===== src/csds_defs.svh =====
// constants of the clock switch / deep sleep controller: offsets, fields, resets, timing
// assumes inclusion by the package and the modules of this block only
`ifndef CSDS_DEFS_SVH
`define CSDS_DEFS_SVH

// register offsets on the plain register port
`define CSDS_A_OSC   4'h0
`define CSDS_A_TUNE  4'h1
`define CSDS_A_T1    4'h2
`define CSDS_A_WDT   4'h3
`define CSDS_A_DSH   4'h4
`define CSDS_A_DSL   4'h5
`define CSDS_A_WAKE  4'h6
`define CSDS_A_GPR0  4'h7
`define CSDS_A_GPR1  4'h8
`define CSDS_A_DIR   4'h9
`define CSDS_A_LAT   4'ha

// field positions
`define CSDS_F_SCS    1:0
`define CSDS_F_STARTUP_TIMEOUT_STATUS   3
`define CSDS_F_IFS    6:4
`define CSDS_F_IDLE   7
`define CSDS_F_LFSRC  7
`define CSDS_F_SXEN   3
`define CSDS_F_SRUN   6
`define CSDS_F_REGULATOR_SLEEP 7
`define CSDS_F_DEEP_SLEEP_ENABLE   7
`define CSDS_F_RTCEN  0
`define CSDS_F_REL    0

// wake event bit positions
`define CSDS_W_MASTER_CLEAR  0
`define CSDS_W_RTC   1
`define CSDS_W_EXT_INTERRUPT_ZERO  2
`define CSDS_W_ULP   3
`define CSDS_W_DEEP_SLEEP_WATCHDOG 4

// clock sources and frequency codes
`define CSDS_SRC_PRI 2'h0
`define CSDS_SRC_SEC 2'h1
`define CSDS_SRC_INT 2'h2
`define CSDS_IFS_RST 3'h6
`define CSDS_IFS_LF  3'h0
`define CSDS_IFS_MAX 3'h7

// reset values
`define CSDS_DIR_RST    8'hff
`define CSDS_LAT_RST    8'h00
`define CSDS_REGULATOR_SLEEP_RST 1'h1

// timing
`define CSDS_CLK_NS    25
`define CSDS_POR_NS    1000
`define CSDS_POR_CYC   ((`CSDS_POR_NS + `CSDS_CLK_NS - 1) / `CSDS_CLK_NS)
`define CSDS_DEEP_SLEEP_ENABLE_LIFE 2'h2
`define CSDS_SW_OLD    3'h2
`define CSDS_SW_NEW    3'h3
`define CSDS_OST_TICKS 1024

`endif


===== src/csds_pkg.sv =====
// types of the clock switch / deep sleep controller
// assumes csds_defs.svh on the include path
`include "csds_defs.svh"
package csds_pkg;
    typedef enum logic [2:0] {PM_RUN, PM_IDLE, PM_SLEEP, PM_DEEP, PM_POR} csds_pm_t;
    typedef enum logic [1:0] {SW_RUN, SW_OLD, SW_NEW} csds_sw_t;

    typedef struct packed {
        csds_sw_t   state;
        logic [1:0] active;
        logic [1:0] pend;
        logic [2:0] cnt;
    } csds_sw_st_t;

    typedef struct packed {
        logic [3:0]  sync1;
        logic [3:0]  sync2;
        logic [3:0]  prev;
        logic [7:0]  ps_cnt;
        logic [1:0]  sys_clk_select;
        logic [2:0]  ifs;
        logic        idle;
        logic        lfsrc;
        logic        sxen;
        logic        regulator_sleep;
        logic        dse;
        logic [1:0]  dse_cnt;
        logic        rtc_en;
        logic        hold;
        logic [4:0]  wake_low;
        logic [7:0]  gpr0;
        logic [7:0]  gpr1;
        logic [7:0]  dir;
        logic [7:0]  lat;
        logic [7:0]  hdir;
        logic [7:0]  hlat;
        logic [10:0] ost_cnt;
        logic        ost_done;
        csds_pm_t    pm;
        logic [7:0]  por_cnt;
        logic [7:0]  rdata;
    } csds_st_t;
endpackage : csds_pkg


===== src/csds_sw_if.sv =====
// carrier between the controller and its clock switch sequencer
// assumes both ends on the same clock
interface csds_sw_if;
    logic [2:0] tick;
    logic [1:0] target;
    logic [1:0] active;
    logic       busy;
    logic       dev_tick;
    modport ctrl (output tick, output target, input active, input busy, input dev_tick);
    modport seq  (input tick, input target, output active, output busy, output dev_tick);
endinterface : csds_sw_if


===== src/csds_sw_seq.sv =====
// glitch-free clock switch sequencer: stalls the device clock across a source change
// assumes source ticks are single-cycle pulses on clock, and the new source is stable
`include "csds_defs.svh"
module csds_sw_seq
    import csds_pkg::*;
(
    input  wire logic clock,
    input  wire logic nrst,
    input  wire logic ce,
    csds_sw_if.seq    sw
);
    csds_sw_st_t st;
    csds_sw_st_t n;
    logic        old_t;
    logic        new_t;

    always_comb
    begin
        n     = st;
        old_t = sw.tick[st.active];
        new_t = sw.tick[st.pend];
        case (st.state)
            SW_RUN:
            begin
                if (sw.target != st.active)
                begin
                    n.state = SW_OLD;
                    n.pend  = sw.target;
                    n.cnt   = 3'h0;
                end
            end
            SW_OLD:
            begin
                if (old_t)
                begin
                    n.cnt = st.cnt + 3'h1;
                    if (st.cnt + 3'h1 == `CSDS_SW_OLD) // RULE13
                    begin
                        n.state = SW_NEW;
                        n.cnt   = 3'h0;
                    end
                end
            end
            SW_NEW:
            begin
                if (new_t)
                begin
                    n.cnt = st.cnt + 3'h1;
                    if (st.cnt + 3'h1 == `CSDS_SW_NEW) // RULE13
                    begin
                        n.state  = SW_RUN;
                        n.active = st.pend;
                    end
                end
            end
            default:
            begin
                n.state = SW_RUN;
            end
        endcase
    end

    always_ff @(posedge clock or negedge nrst)
    begin
        if (!nrst)
        begin
            st <= '{state: SW_RUN, active: `CSDS_SRC_PRI, pend: `CSDS_SRC_PRI, cnt: 3'h0};
        end
        else if (ce)
        begin
            st <= n;
        end
    end

    assign sw.active   = st.active;
    assign sw.busy     = st.state != SW_RUN;
    assign sw.dev_tick = (st.state == SW_RUN) && sw.tick[st.active]; // RULE13
endmodule : csds_sw_seq


===== src/csds_ctrl.sv =====
// clock source selection, postscaler, power-managed mode control, deep sleep pin hold
// assumes oscillator pins asynchronous; core strobes and wake events on clock
// Functional notes
// RULE1: select field picks primary, secondary or internal
// RULE2: select write switches source after transition
// RULE3: every device reset clears select field
// RULE4: frequency field sets postscaled internal clock
// RULE5: frequency change takes effect at once
// RULE6: device reset returns postscaler to 4 MHz
// RULE7: code 000 uses divided fast or RC
// RULE8: watchdog and monitor always use RC
// RULE9: startup status when timer done on primary
// RULE10: secondary running status, at most one
// RULE11: sleep instruction: idle bit picks idle/sleep
// RULE12: secondary select ignored unless driver or digital
// RULE13: glitch-free switch, two old three new
// RULE14: software sets deep sleep then sleeps next
// RULE15: deep sleep enable self-clears after two cycles
// RULE16: deep sleep entry clears wake register
// RULE17: wake event leaves deep sleep via reset
// RULE18: two retention registers survive deep sleep
// RULE19: pins keep entry direction and level
// RULE20: pins held until firmware clears release
// RULE21: brownout trip releases pins, clears retention
// RULE22: master clear releases pins, keeps retention
//
// Design decisions made here: strobed register access and the placing of the registers.
`include "csds_defs.svh"
module csds_ctrl
    import csds_pkg::*;
#(
    parameter int OST_TICKS = `CSDS_OST_TICKS
)
(
    input  wire logic       clock,
    input  wire logic       nrst,
    input  wire logic       ce,
    input  wire logic [3:0] osc_pins,
    input  wire logic       primary_osc_cfg,
    input  wire logic       secondary_digital_cfg,
    input  wire logic       dev_reset,
    input  wire logic       instr_tick,
    input  wire logic       sleep_exec,
    input  wire logic       pm_wake,
    input  wire logic [4:0] ds_wake_evt,
    input  wire logic       brownout_enable,
    input  wire logic       brownout_trip,
    input  wire logic [3:0] addr,
    input  wire logic [7:0] wdata,
    input  wire logic       wr,
    input  wire logic       rd,
    output logic      [7:0] rdata,
    output logic            cpu_clk_tick,
    output logic            periph_clk_tick,
    output logic            wdt_clk_tick,
    output logic            failsafe_clk_monitor_clk_tick,
    output logic            core_reset,
    output logic            idle_mode,
    output logic            sleep_mode,
    output logic            deep_sleep_mode,
    output logic            calendar_run,
    output logic      [7:0] pin_out,
    output logic      [7:0] pin_oe
);
    localparam logic [10:0] OST_LAST = 11'(OST_TICKS - 1);
    localparam logic [7:0]  POR_LAST = 8'(`CSDS_POR_CYC - 1);

    csds_st_t  st;
    csds_st_t  n;
    csds_sw_if sw ();
    logic [3:0] osc_tick;
    logic       int_tick;
    logic       core_rst;
    logic       sec_ok;
    logic       ds_go;
    logic       startup_timeout_status;
    logic       secondary_running;
    logic [7:0] osc_rd;
    logic [7:0] ps;

    // edge detect on the synchronised oscillator pins: 0 primary, 1 secondary, 2 fast, 3 rc
    genvar g;
    generate
        for (g = 0; g < 4; g++)
        begin : g_osc
            assign osc_tick[g] = st.sync2[g] & ~st.prev[g];
        end
    endgenerate

    // postscaler taps on the fast oscillator; code 000 with lfsrc clear takes the rc oscillator
    always_comb
    begin
        ps = st.ps_cnt;
        case (st.ifs) // RULE4 RULE5
            3'h7:    int_tick = osc_tick[2];
            3'h6:    int_tick = osc_tick[2] & ps[0];
            3'h5:    int_tick = osc_tick[2] & (&ps[1:0]);
            3'h4:    int_tick = osc_tick[2] & (&ps[2:0]);
            3'h3:    int_tick = osc_tick[2] & (&ps[3:0]);
            3'h2:    int_tick = osc_tick[2] & (&ps[4:0]);
            3'h1:    int_tick = osc_tick[2] & (&ps[5:0]);
            default: int_tick = st.lfsrc ? (osc_tick[2] & (&ps)) : osc_tick[3]; // RULE7
        endcase
    end

    assign sw.tick   = {int_tick, osc_tick[1], osc_tick[0]};
    assign sw.target = st.sys_clk_select[1] ? `CSDS_SRC_INT : st.sys_clk_select; // RULE1 RULE2

    csds_sw_seq csds_sw_seq_inst (
        .clock (clock),
        .nrst  (nrst),
        .ce    (ce),
        .sw    (sw.seq)
    );

    assign core_rst = dev_reset || (st.pm == PM_POR);
    assign sec_ok   = st.sxen || secondary_digital_cfg;
    assign ds_go    = st.dse && st.regulator_sleep && !st.idle; // RULE14
    assign startup_timeout_status = st.ost_done && primary_osc_cfg && !sw.busy
                                    && (sw.active == `CSDS_SRC_PRI); // RULE9
    assign secondary_running = !sw.busy && (sw.active == `CSDS_SRC_SEC); // RULE10

    always_comb
    begin
        osc_rd = 8'h00;
        osc_rd[`CSDS_F_SCS]  = st.sys_clk_select;
        osc_rd[`CSDS_F_STARTUP_TIMEOUT_STATUS] = startup_timeout_status;
        osc_rd[`CSDS_F_IFS]  = st.ifs;
        osc_rd[`CSDS_F_IDLE] = st.idle;
    end

    always_comb
    begin
        n       = st;
        n.sync1 = osc_pins;
        n.sync2 = st.sync1;
        n.prev  = st.sync2;
        if (osc_tick[2])
        begin
            n.ps_cnt = st.ps_cnt + 8'h01;
        end

        // startup timer counts primary ticks after each device reset
        if (osc_tick[0] && !st.ost_done)
        begin
            n.ost_cnt = st.ost_cnt + 11'h001;
            if (st.ost_cnt == OST_LAST)
            begin
                n.ost_done = 1'b1;
            end
        end

        // deep sleep enable lives two instruction cycles
        if (st.dse && instr_tick)
        begin
            n.dse_cnt = st.dse_cnt + 2'h1;
            if (st.dse_cnt + 2'h1 == `CSDS_DEEP_SLEEP_ENABLE_LIFE)
            begin
                n.dse = 1'b0; // RULE15
            end
        end

        // register writes
        if (wr && !core_rst)
        begin
            case (addr)
                `CSDS_A_OSC:
                begin
                    if (!(wdata[`CSDS_F_SCS] == `CSDS_SRC_SEC && !sec_ok)) // RULE12
                    begin
                        n.sys_clk_select = wdata[`CSDS_F_SCS]; // RULE2
                    end
                    n.ifs  = wdata[`CSDS_F_IFS]; // RULE5
                    n.idle = wdata[`CSDS_F_IDLE];
                end
                `CSDS_A_TUNE: n.lfsrc  = wdata[`CSDS_F_LFSRC];
                `CSDS_A_T1:   n.sxen   = wdata[`CSDS_F_SXEN];
                `CSDS_A_WDT:  n.regulator_sleep = wdata[`CSDS_F_REGULATOR_SLEEP];
                `CSDS_A_DSH:
                begin
                    n.rtc_en = wdata[`CSDS_F_RTCEN];
                    if (wdata[`CSDS_F_DEEP_SLEEP_ENABLE])
                    begin
                        n.dse     = 1'b1;
                        n.dse_cnt = 2'h0;
                    end
                end
                `CSDS_A_DSL:
                begin
                    if (!wdata[`CSDS_F_REL])
                    begin
                        n.hold = 1'b0; // RULE20
                    end
                end
                `CSDS_A_GPR0: n.gpr0 = wdata; // RULE18
                `CSDS_A_GPR1: n.gpr1 = wdata; // RULE18
                `CSDS_A_DIR:  n.dir  = wdata;
                `CSDS_A_LAT:  n.lat  = wdata;
                default:
                begin
                end
            endcase
        end

        // power-managed mode sequencing
        case (st.pm)
            PM_RUN:
            begin
                if (sleep_exec && !dev_reset)
                begin
                    if (ds_go)
                    begin
                        n.pm       = PM_DEEP;
                        n.wake_low = 5'h00; // RULE16
                        n.hold     = 1'b1;  // RULE19
                        n.hdir     = st.dir;
                        n.hlat     = st.lat;
                        n.dse      = 1'b0;
                    end
                    else
                    begin
                        n.pm = st.idle ? PM_IDLE : PM_SLEEP; // RULE11 RULE15
                    end
                end
            end
            PM_IDLE, PM_SLEEP:
            begin
                if (pm_wake)
                begin
                    n.pm = PM_RUN;
                end
            end
            PM_DEEP:
            begin
                if (|ds_wake_evt)
                begin
                    n.wake_low = st.wake_low | ds_wake_evt;
                    n.pm       = PM_POR; // RULE17
                    n.por_cnt  = 8'h00;
                    if (ds_wake_evt[`CSDS_W_MASTER_CLEAR])
                    begin
                        n.hold = 1'b0; // RULE22
                    end
                end
            end
            PM_POR:
            begin
                n.por_cnt = st.por_cnt + 8'h01;
                if (st.por_cnt == POR_LAST)
                begin
                    n.pm = PM_RUN;
                end
            end
            default: n.pm = PM_RUN;
        endcase

        // any device reset, including the one after deep sleep wake
        if (core_rst)
        begin
            n.sys_clk_select      = `CSDS_SRC_PRI;  // RULE3
            n.ifs      = `CSDS_IFS_RST;  // RULE6
            n.idle     = 1'b0;
            n.lfsrc    = 1'b0;
            n.sxen     = 1'b0;
            n.regulator_sleep   = `CSDS_REGULATOR_SLEEP_RST;
            n.dse      = 1'b0;
            n.dir      = `CSDS_DIR_RST;  // RULE20
            n.lat      = `CSDS_LAT_RST;
            n.ost_cnt  = 11'h000;
            n.ost_done = 1'b0;
            if (dev_reset && st.pm != PM_DEEP && st.pm != PM_POR)
            begin
                n.pm = PM_RUN;
            end
        end

        // brownout trip loses every held value
        if (brownout_enable && brownout_trip)
        begin
            n.hold = 1'b0; // RULE21
            n.gpr0 = 8'h00;
            n.gpr1 = 8'h00;
            if (st.pm == PM_DEEP)
            begin
                n.pm      = PM_POR;
                n.por_cnt = 8'h00;
            end
        end

        // read data stand in the cycle after the strobe
        n.rdata = 8'h00;
        if (rd)
        begin
            case (addr)
                `CSDS_A_OSC:  n.rdata = osc_rd;
                `CSDS_A_TUNE: n.rdata = {st.lfsrc, 7'h00};
                `CSDS_A_T1:   n.rdata = {1'b0, secondary_running, 2'h0, st.sxen, 3'h0}; // RULE10
                `CSDS_A_WDT:  n.rdata = {st.regulator_sleep, 7'h00};
                `CSDS_A_DSH:  n.rdata = {st.dse, 6'h00, st.rtc_en};
                `CSDS_A_DSL:  n.rdata = {7'h00, st.hold};
                `CSDS_A_WAKE: n.rdata = {3'h0, st.wake_low};
                `CSDS_A_GPR0: n.rdata = st.gpr0;
                `CSDS_A_GPR1: n.rdata = st.gpr1;
                `CSDS_A_DIR:  n.rdata = st.dir;
                `CSDS_A_LAT:  n.rdata = st.lat;
                default:      n.rdata = 8'h00;
            endcase
        end
    end

    always_ff @(posedge clock or negedge nrst)
    begin
        if (!nrst)
        begin
            st          <= '0;
            st.ifs      <= `CSDS_IFS_RST;
            st.regulator_sleep   <= `CSDS_REGULATOR_SLEEP_RST;
            st.dir      <= `CSDS_DIR_RST;
            st.pm       <= PM_RUN;
        end
        else if (ce)
        begin
            st <= n;
        end
    end

    assign rdata           = st.rdata;
    assign cpu_clk_tick    = sw.dev_tick && (st.pm == PM_RUN);
    assign periph_clk_tick = sw.dev_tick && (st.pm == PM_RUN || st.pm == PM_IDLE);
    assign wdt_clk_tick    = osc_tick[3]; // RULE8
    assign failsafe_clk_monitor_clk_tick   = osc_tick[3]; // RULE8
    assign core_reset      = core_rst;
    assign idle_mode       = st.pm == PM_IDLE;
    assign sleep_mode      = st.pm == PM_SLEEP;
    assign deep_sleep_mode = st.pm == PM_DEEP;
    assign calendar_run    = st.rtc_en; // RULE16
    assign pin_out         = st.hold ? st.hlat : st.lat;   // RULE19 RULE20
    assign pin_oe          = st.hold ? ~st.hdir : ~st.dir; // RULE19 RULE20
endmodule : csds_ctrl


===== config.mk =====
export PLATFORM = sky130hd
export DESIGN_NAME = csds_ctrl
export DESIGN_NICKNAME = d
export VERILOG_FILES = /design/src/csds_pkg.sv /design/src/csds_sw_if.sv /design/src/csds_sw_seq.sv /design/src/csds_ctrl.sv
export VERILOG_INCLUDE_DIRS = /design/src
export SDC_FILE = /design/constraint.sdc
export NUM_CORES = 1
export LEC_CHECK = 0
export ABC_AREA = 1
export BUFFER_PORTS_ARGS = -buffer_cell sky130_fd_sc_hd__buf_2
export CAP_MARGIN = 40
export CORE_MARGIN = 2
export CORE_UTILIZATION = 48
export DETAILED_ROUTE_END_ITERATION = 16
export GPL_ROUTABILITY_DRIVEN = 0
export MAX_ROUTING_LAYER = met4
export PLACE_DENSITY = 0.7
export SLEW_MARGIN = 20
export SYNTH_ARGS = -nofsm -noshare
export SYNTH_HDL_FRONTEND = slang
export SYNTH_SLANG_ARGS = --single-unit

===== constraint.sdc =====
create_clock -name clock -period 1.72 [get_ports clock]
set_input_delay 0.258 -clock clock [delete_from_list [all_inputs] [get_ports clock]]
set_output_delay 0.258 -clock clock [all_outputs]
set_load 0.005 [all_outputs]

; Word level (Yosys, flattened, before mapping)
; Cells that the tools add are included.
[classes]
reduce_logical = 72
bitwise = 18
eq_ne = 42
magnitude_cmp = 2
n_mux = 65
n_addsub = 5
[ops]
columns = op, count
row1 = 8-bit one-hot mux with 11 select lines, 1
row2 = 8-bit two-way mux, 7
row3 = 3-bit AND reduction, 12
row4 = 11-bit two-way mux, 3
row5 = 16-bit two-way mux, 2
row6 = 32-bit two-way mux, 1
row7 = 3-bit two-way mux, 10
row8 = 2-bit nonzero test, 14
row9 = 6-bit two-way mux, 4
row10 = "3-bit by 2-bit == test with 1-bit output, second input constant", 6
row11 = 1-bit logical AND, 17
row12 = "8-bit by 1-bit adder with 8-bit output, second input constant", 2
row13 = "4-bit by 3-bit == test with 1-bit output, second input constant", 4
row14 = 8-bit inverter, 2
row15 = 8-bit one-hot mux with 2 select lines, 1
row16 = 4-bit AND reduction, 4
row17 = "3-bit == test, second input constant", 5
row18 = 1-bit two-way mux, 15
row19 = 15-bit two-way mux, 1
row20 = 5-bit AND reduction, 3
row21 = 14-bit two-way mux, 1
row22 = 2-bit two-way mux, 7
row23 = "4-bit == test, second input constant", 3
row24 = 12-bit two-way mux, 1
row25 = 38 further kinds, 78
[totals]
out_inout_bits = 33
input_bits = 34
ff_bits = 127
word_cells = 234

; Logic depth before layout (Yosys ltp)
[depth]
word_depth = 11
mapped_depth = 19
depth_no_buf = 19

; Modules after synthesis
; Synthesis repeated with hierarchy kept, for this count alone.
[hier_totals]
cells_unflattened = 970
area_unflattened_um2 = 7193.1
[modules_own_cells]
columns = module, seq_area_each_um2, n_inst, cells_per_inst, area_each_um2
row1 = csds_ctrl, 2966.6, 1, 870, 6478.7
row2 = csds_sw_seq, 225.2, 1, 100, 714.4

; Least setup slack after synthesis
; No wires, ideal clock.
[synth_path]
path_type = register -> register
start = register st (netlist bit ps[0])
end = register csds_sw_seq_inst.st[0] (netlist bit)
required_time_ns = 1.654
synth_period_minus_slack_ns = 1.841
arrival_ns = 1.775
setup_time_ns = 0.066
n_path_buf = 0
setup_slack_ns = -0.121
path_stages_with_launch = 20
path_cell_list = dfrtp_1 ha_1 nand3_1 inv_1 ha_1 inv_1 nand2_1 nand2_1 nor2_1 nor2_1 nand2_1 nand2_1 nand2_1 nand3_1 nand2_1 nand2_1 nand2_2 nand3_1 nand2_1 nand2_1
[synth_via]
elab_chain_len = 8
word_cells_on_any_way = 22
classes_between = eq/ne: 2 / mux: 6 / bitwise: 7 / reduce/logical: 7
[synth_lines]
columns = element, line
row1 = from (decl), csds_ctrl.sv:68  ; csds_st_t st;
row2 = from (signal assigned), csds_ctrl.sv:323  ; st <= n;
row3 = 8-bit AND reduction, csds_ctrl.sv:102  ; default: int_tick = st.lfsrc ? (osc_tick[2] & (&ps)) : osc_tick[3];
row4 = 1-bit bitwise AND, csds_ctrl.sv:102
row5 = 1-bit two-way mux, csds_ctrl.sv:102
row6 = 1-bit one-hot mux with 7 select lines (*), csds_ctrl.sv:94  ; case (st.ifs)
row7 = "1-bit binary-select mux with 2-bit select, on equally long branches", "csds_sw_seq.sv:21, csds_sw_seq.sv:20"
row8 = "1-bit two-way mux, on equally long branches", "csds_sw_seq.sv:21, csds_sw_seq.sv:20"
row9 = 2-bit by 1-bit != test with 1-bit output (no line), --
row10 = 5-bit AND reduction (no line) (*), --
row11 = to (signal assigned), csds_sw_seq.sv:67  ; st <= '{state: SW_RUN, active: `CSDS_SRC_PRI, pend: `CSDS_SRC_PRI, cnt: 3'h0};
row12 = to (signal assigned), csds_sw_seq.sv:71  ; st <= n;
row13 = to (decl), csds_sw_seq.sv:12  ; csds_sw_st_t st;
; Mark *: on every way between the ends. The rest lies on a longest branch, timed or not. The select of a mux whose other input is x is not followed.
; A chain may end at the register's enable or synchronous reset.

; Final worst setup path
[layout_path]
start = register st (netlist bit ps[1])
end = output cpu_clk_tick
[layout_via]
elab_chain_len = 8
word_cells_on_any_way = 18
classes_between = mux: 4 / bitwise: 6 / reduce/logical: 8
[layout_lines]
columns = element, line
row1 = 8-bit AND reduction, csds_ctrl.sv:102
row2 = 1-bit bitwise AND, csds_ctrl.sv:102
row3 = 1-bit two-way mux, csds_ctrl.sv:102
row4 = 1-bit one-hot mux with 7 select lines (*), csds_ctrl.sv:94
row5 = 1-bit binary-select mux with 2-bit select (*), csds_sw_seq.sv:77  ; assign sw.dev_tick = (st.state == SW_RUN) && sw.tick[st.active];
row6 = 1-bit two-way mux (not written as such) (*), csds_sw_seq.sv:77
row7 = 1-bit logical AND (*), csds_sw_seq.sv:77
row8 = 1-bit logical AND (*), csds_ctrl.sv:328  ; assign cpu_clk_tick = sw.dev_tick && (st.pm == PM_RUN);
row9 = to (decl), csds_ctrl.sv:53  ; output logic cpu_clk_tick,
; Marks and branches as above.

==> reports/qor.yml <==
outcome:
  status: "finished with violations"
  violations: "setup timing"
timing:
  slew-limit-headroom: 0.7018
  worst_slack_ps: -689.4
  fin_crit_ps: 2409
  tightest_slew_ps: 445.2
  hold_viol_final: 0
  max_freq_mhz: 415.0
  rsz0062_at_grt: "true"
  final_max_slew_viol_count: 0
  setup_viol: 9
  period_share: 1.401
  skew_ps: 7.715
global_routing:
  grt_use_met2: 0.3574
  grt_max_degree: 41
  grt_antenna_before_repair: 0
  grt-ovfl-total: 0
  grt.total_usage: 0.2475
  grtUsageMet3: 0.05874
  met1_usage: 0.3396
  first_global_vias: 5566
  busiest_layer: "met2"
  grt_pass1_wl_mm: 27.37
final_layout:
  drive_above_1_share: 0.2482
  insertedDiodeCount: 0
  final_net_count: 988
  area_growth_pct: 27.85
  fillers: 1114
clock_network:
  cts_inserted_buffers: 17
  clk_path_buf_depth: 2
  cts_sinks: 127
  htreeDepth: 4
  clk_pin_slew_worst_paths_ps: 60
  cts_tree: "yes"
  root_buffer: "clkbuf_16"
  clk_latency_ps: 420
place:
  io_buffers: 66
  hpwl_mm: 12.14
  pre_cts_slack_ps: -294.7
worst_setup_path:
  worstPathMaxFanout: 2
  arrival_ps: 2150
  rr_worst_depth: 23
  r2r_slack_ps: -670
  r2r_start: "ps[0]"
  startpoint_type: "flop"
  crit_type: "flop to output pin"
  critPathCaptureType: "output pin"
  crit_start: "ps[1]"
  critPathCapture: "cpu_clk_tick"
  worstPathRequired_ps: 1460
  r2r_end: "csds_sw_seq_inst.st[0]"
die:
  rows: 42
  io_pins: 67
  fp.dieW_um: 121.0
  dieArea_um2: 14640
  die-height_um: 121.0
  core_um2: 13300
  initial_core_util: 0.4941
pwr:
  p_int_mw: 7.197
  leakage_nw: 4.097
  seqPwrFrac: 0.365
  p_sw_frac: 0.3186
  pwr-share-comb: 0.269
  clock_power_share: 0.365
  vdd_ir_drop_max_mv: 1.028
  pwr_density_cell_nw_per_um2: 1258
  p_sw_mw: 3.365
  finalPower_mw: 10.56
synthesis:
  synth_edf_count: 0
  synth-main-ff-cell: "dfrtp_1"
  ys_ff_latch: 127
  yosysWarnings: 0
  ys_seq_area_frac: 0.4859
  synthArstFlopShare: 1.000
  ys_types: 49
  syn_avg_cell_area_um2: 8.050
  syn_area_um2: 6569
  postSynthNetCount: 862
  synth_cells: 816
drt:
  drc: 0
  dr.first_iter.drc_count: 357
  wl_mm: 16.70
  vias: 5952
  routedWlPerCell_um: 14.77
  ant_nets: 0
  first_pass_iters: 5
  via_per_inst: 5.263
worst_hold_path:
  holdCritStartpoint: "osc_pins[3]"
  hold_class: "input pin to flop"
job:
  cap_violations: 0
cell usage in the layout, fill, tap and decap left out, types with 7 or more instances in the layout:
cell type,count
buf_4,62
xor2_1,7
dfstp_2,11
nor2_2,7
inv_2,11
nand4_1,8
nand2_1,192
clkbuf_16,17
dfrtp_1,114
nand3_1,32
nand2_2,12
buf_2,64
nor3_1,7
nor2_1,61
a21oi_1,29
o21ai_1,36
ha_1,9
o22ai_1,18
o21ai_0,71
inv_1,92
power groups by stage:
stage	Sequential (mW)	Clock [mW]	Combinational, mW
detailed placement	3.88	0	2.55
floorplan	3.84	0	1.59
CTS	3.83	3.92	2.62
finish	3.86	3.86	2.85
global route	3.92	4.06	3.22
global placement	3.86	0	2.52
cell families (layout without fill, tap and decap cells):
kind of cell / count (synthesis) / in the layout / synth area share
and+or+nand+nor: 341 / 341 / 0.2223
AOI/OAI and AO/OA: 189 / 189 / 0.1676
buffers and inverters: 134 / 273 / 0.08381
DFF: 127 / 127 / 0.4859
adders and majority gates: 12 / 12 / 0.02286
xor gates and xnor gates: 12 / 12 / 0.01600
muxes: 1 / 1 / 0.001524
synth_stat cells, types with 4 or more instances:
| cell | number | area, um2 |
|---|---|---|
| clkbuf_1 | 7 | 26.28 |
| o22ai_1 | 18 | 112.6 |
| nor2_2 | 6 | 37.54 |
| ha_1 | 12 | 150.1 |
| dfrtp_1 | 116 | 2903 |
| a21oi_1 | 30 | 150.1 |
| nor4_1 | 4 | 25.02 |
| nand4_1 | 8 | 50.05 |
| nor3_1 | 7 | 35.03 |
| buf_4 | 9 | 67.56 |
| inv_2 | 9 | 33.78 |
| nand3_2 | 4 | 40.04 |
| xnor2_1 | 5 | 43.79 |
| nand2_1 | 204 | 765.7 |
| o21ai_1 | 34 | 170.2 |
| inv_1 | 94 | 352.8 |
| buf_2 | 10 | 50.05 |
| nand3_1 | 38 | 190.2 |
| xor2_1 | 7 | 61.31 |
| o21ai_0 | 73 | 365.4 |
| dfstp_2 | 11 | 289.0 |
| nor2_1 | 64 | 240.2 |
how the worst min path moves through the flow:
stage | to | slack, ps | cells past startpoint
after floorplan | calendar_run | -40 | 0
after global placement | st[48] | 120 | 1
after detailed placement | st[33] | 110 | 1
after CTS | n[113] | 20 | 3
after global routing | n[110] | 40 | 3
final | n[113] | 30 | 3
metrics by stage:
stage / utilization / TNS [ps] / hold slack, ps / std cells / area, um2
floorplan: - / -645.3 / -37.59 / 816 / 6586
global placement: 0.5619 / -1836 / 120.3 / 1089 / 7471
detailed placement: 0.5619 / -1987 / 114.7 / 1089 / 7471
CTS: 0.6149 / -3269 / 21.30 / 1124 / 8175
global route: 0.6317 / -6475 / 38.44 / 1131 / 8398
finish: 0.6317 / -4811 / 32.12 / 1131 / 8398
critical path: stages, from the launching register on:
cell and delay (ps):
dfrtp_1 350, ha_2 190, nand3_2 80, buf_4 130, nor2_1 110, nand3_1 90, o21ai_1 250, nand3_2 120
nand2_2 110, nand3_4 90, nor2_1 100, buf_2 120
cell type report:
| class | count | area [um2] | share of cell area |
|---|---|---|---|
| Timing Repair Buffer | 136 | 923.4 | 0.1100 |
| Sequential cell | 127 | 3194 | 0.3804 |
| Multi-Input combinational cell | 555 | 3022 | 0.3598 |
| Inverter | 105 | 399.1 | 0.04753 |
| Clock buffer | 20 | 456.7 | 0.05438 |
| Clock inverter | 12 | 182.7 | 0.02175 |
| Tap cell | 176 | 220.2 | 0.02622 |
routing by layer:
metal  wire, um  vias up  share of wire
met5          0        -              0
met4        443        0          0.027
met3       1161       37          0.070
met2       7454      196           0.45
met1       7640     2776           0.46
li1           -     2943              -
sequential cells by signal, indices dropped and copies added, names as in the netlist:
register and count:
st 87, csds_sw_seq_inst.sw.active 2, calendar_run 1, ps 8
rdata 8, csds_sw_seq_inst.st 7, n 8, osc_rd 6
timing repair:
| item | in CTS | in global routing |
|---|---|---|
| setup buffers | 2 | 9 |
| endpoints found under the setup margin | 17 | 38 |
| hold buffers | 1 | 0 |
| resized for setup | 11 | 40 |
| hold endpoints to repair | 65 | 0 |
| pin swaps | 0 | 7 |
Power figures use the tool's default switching activity.
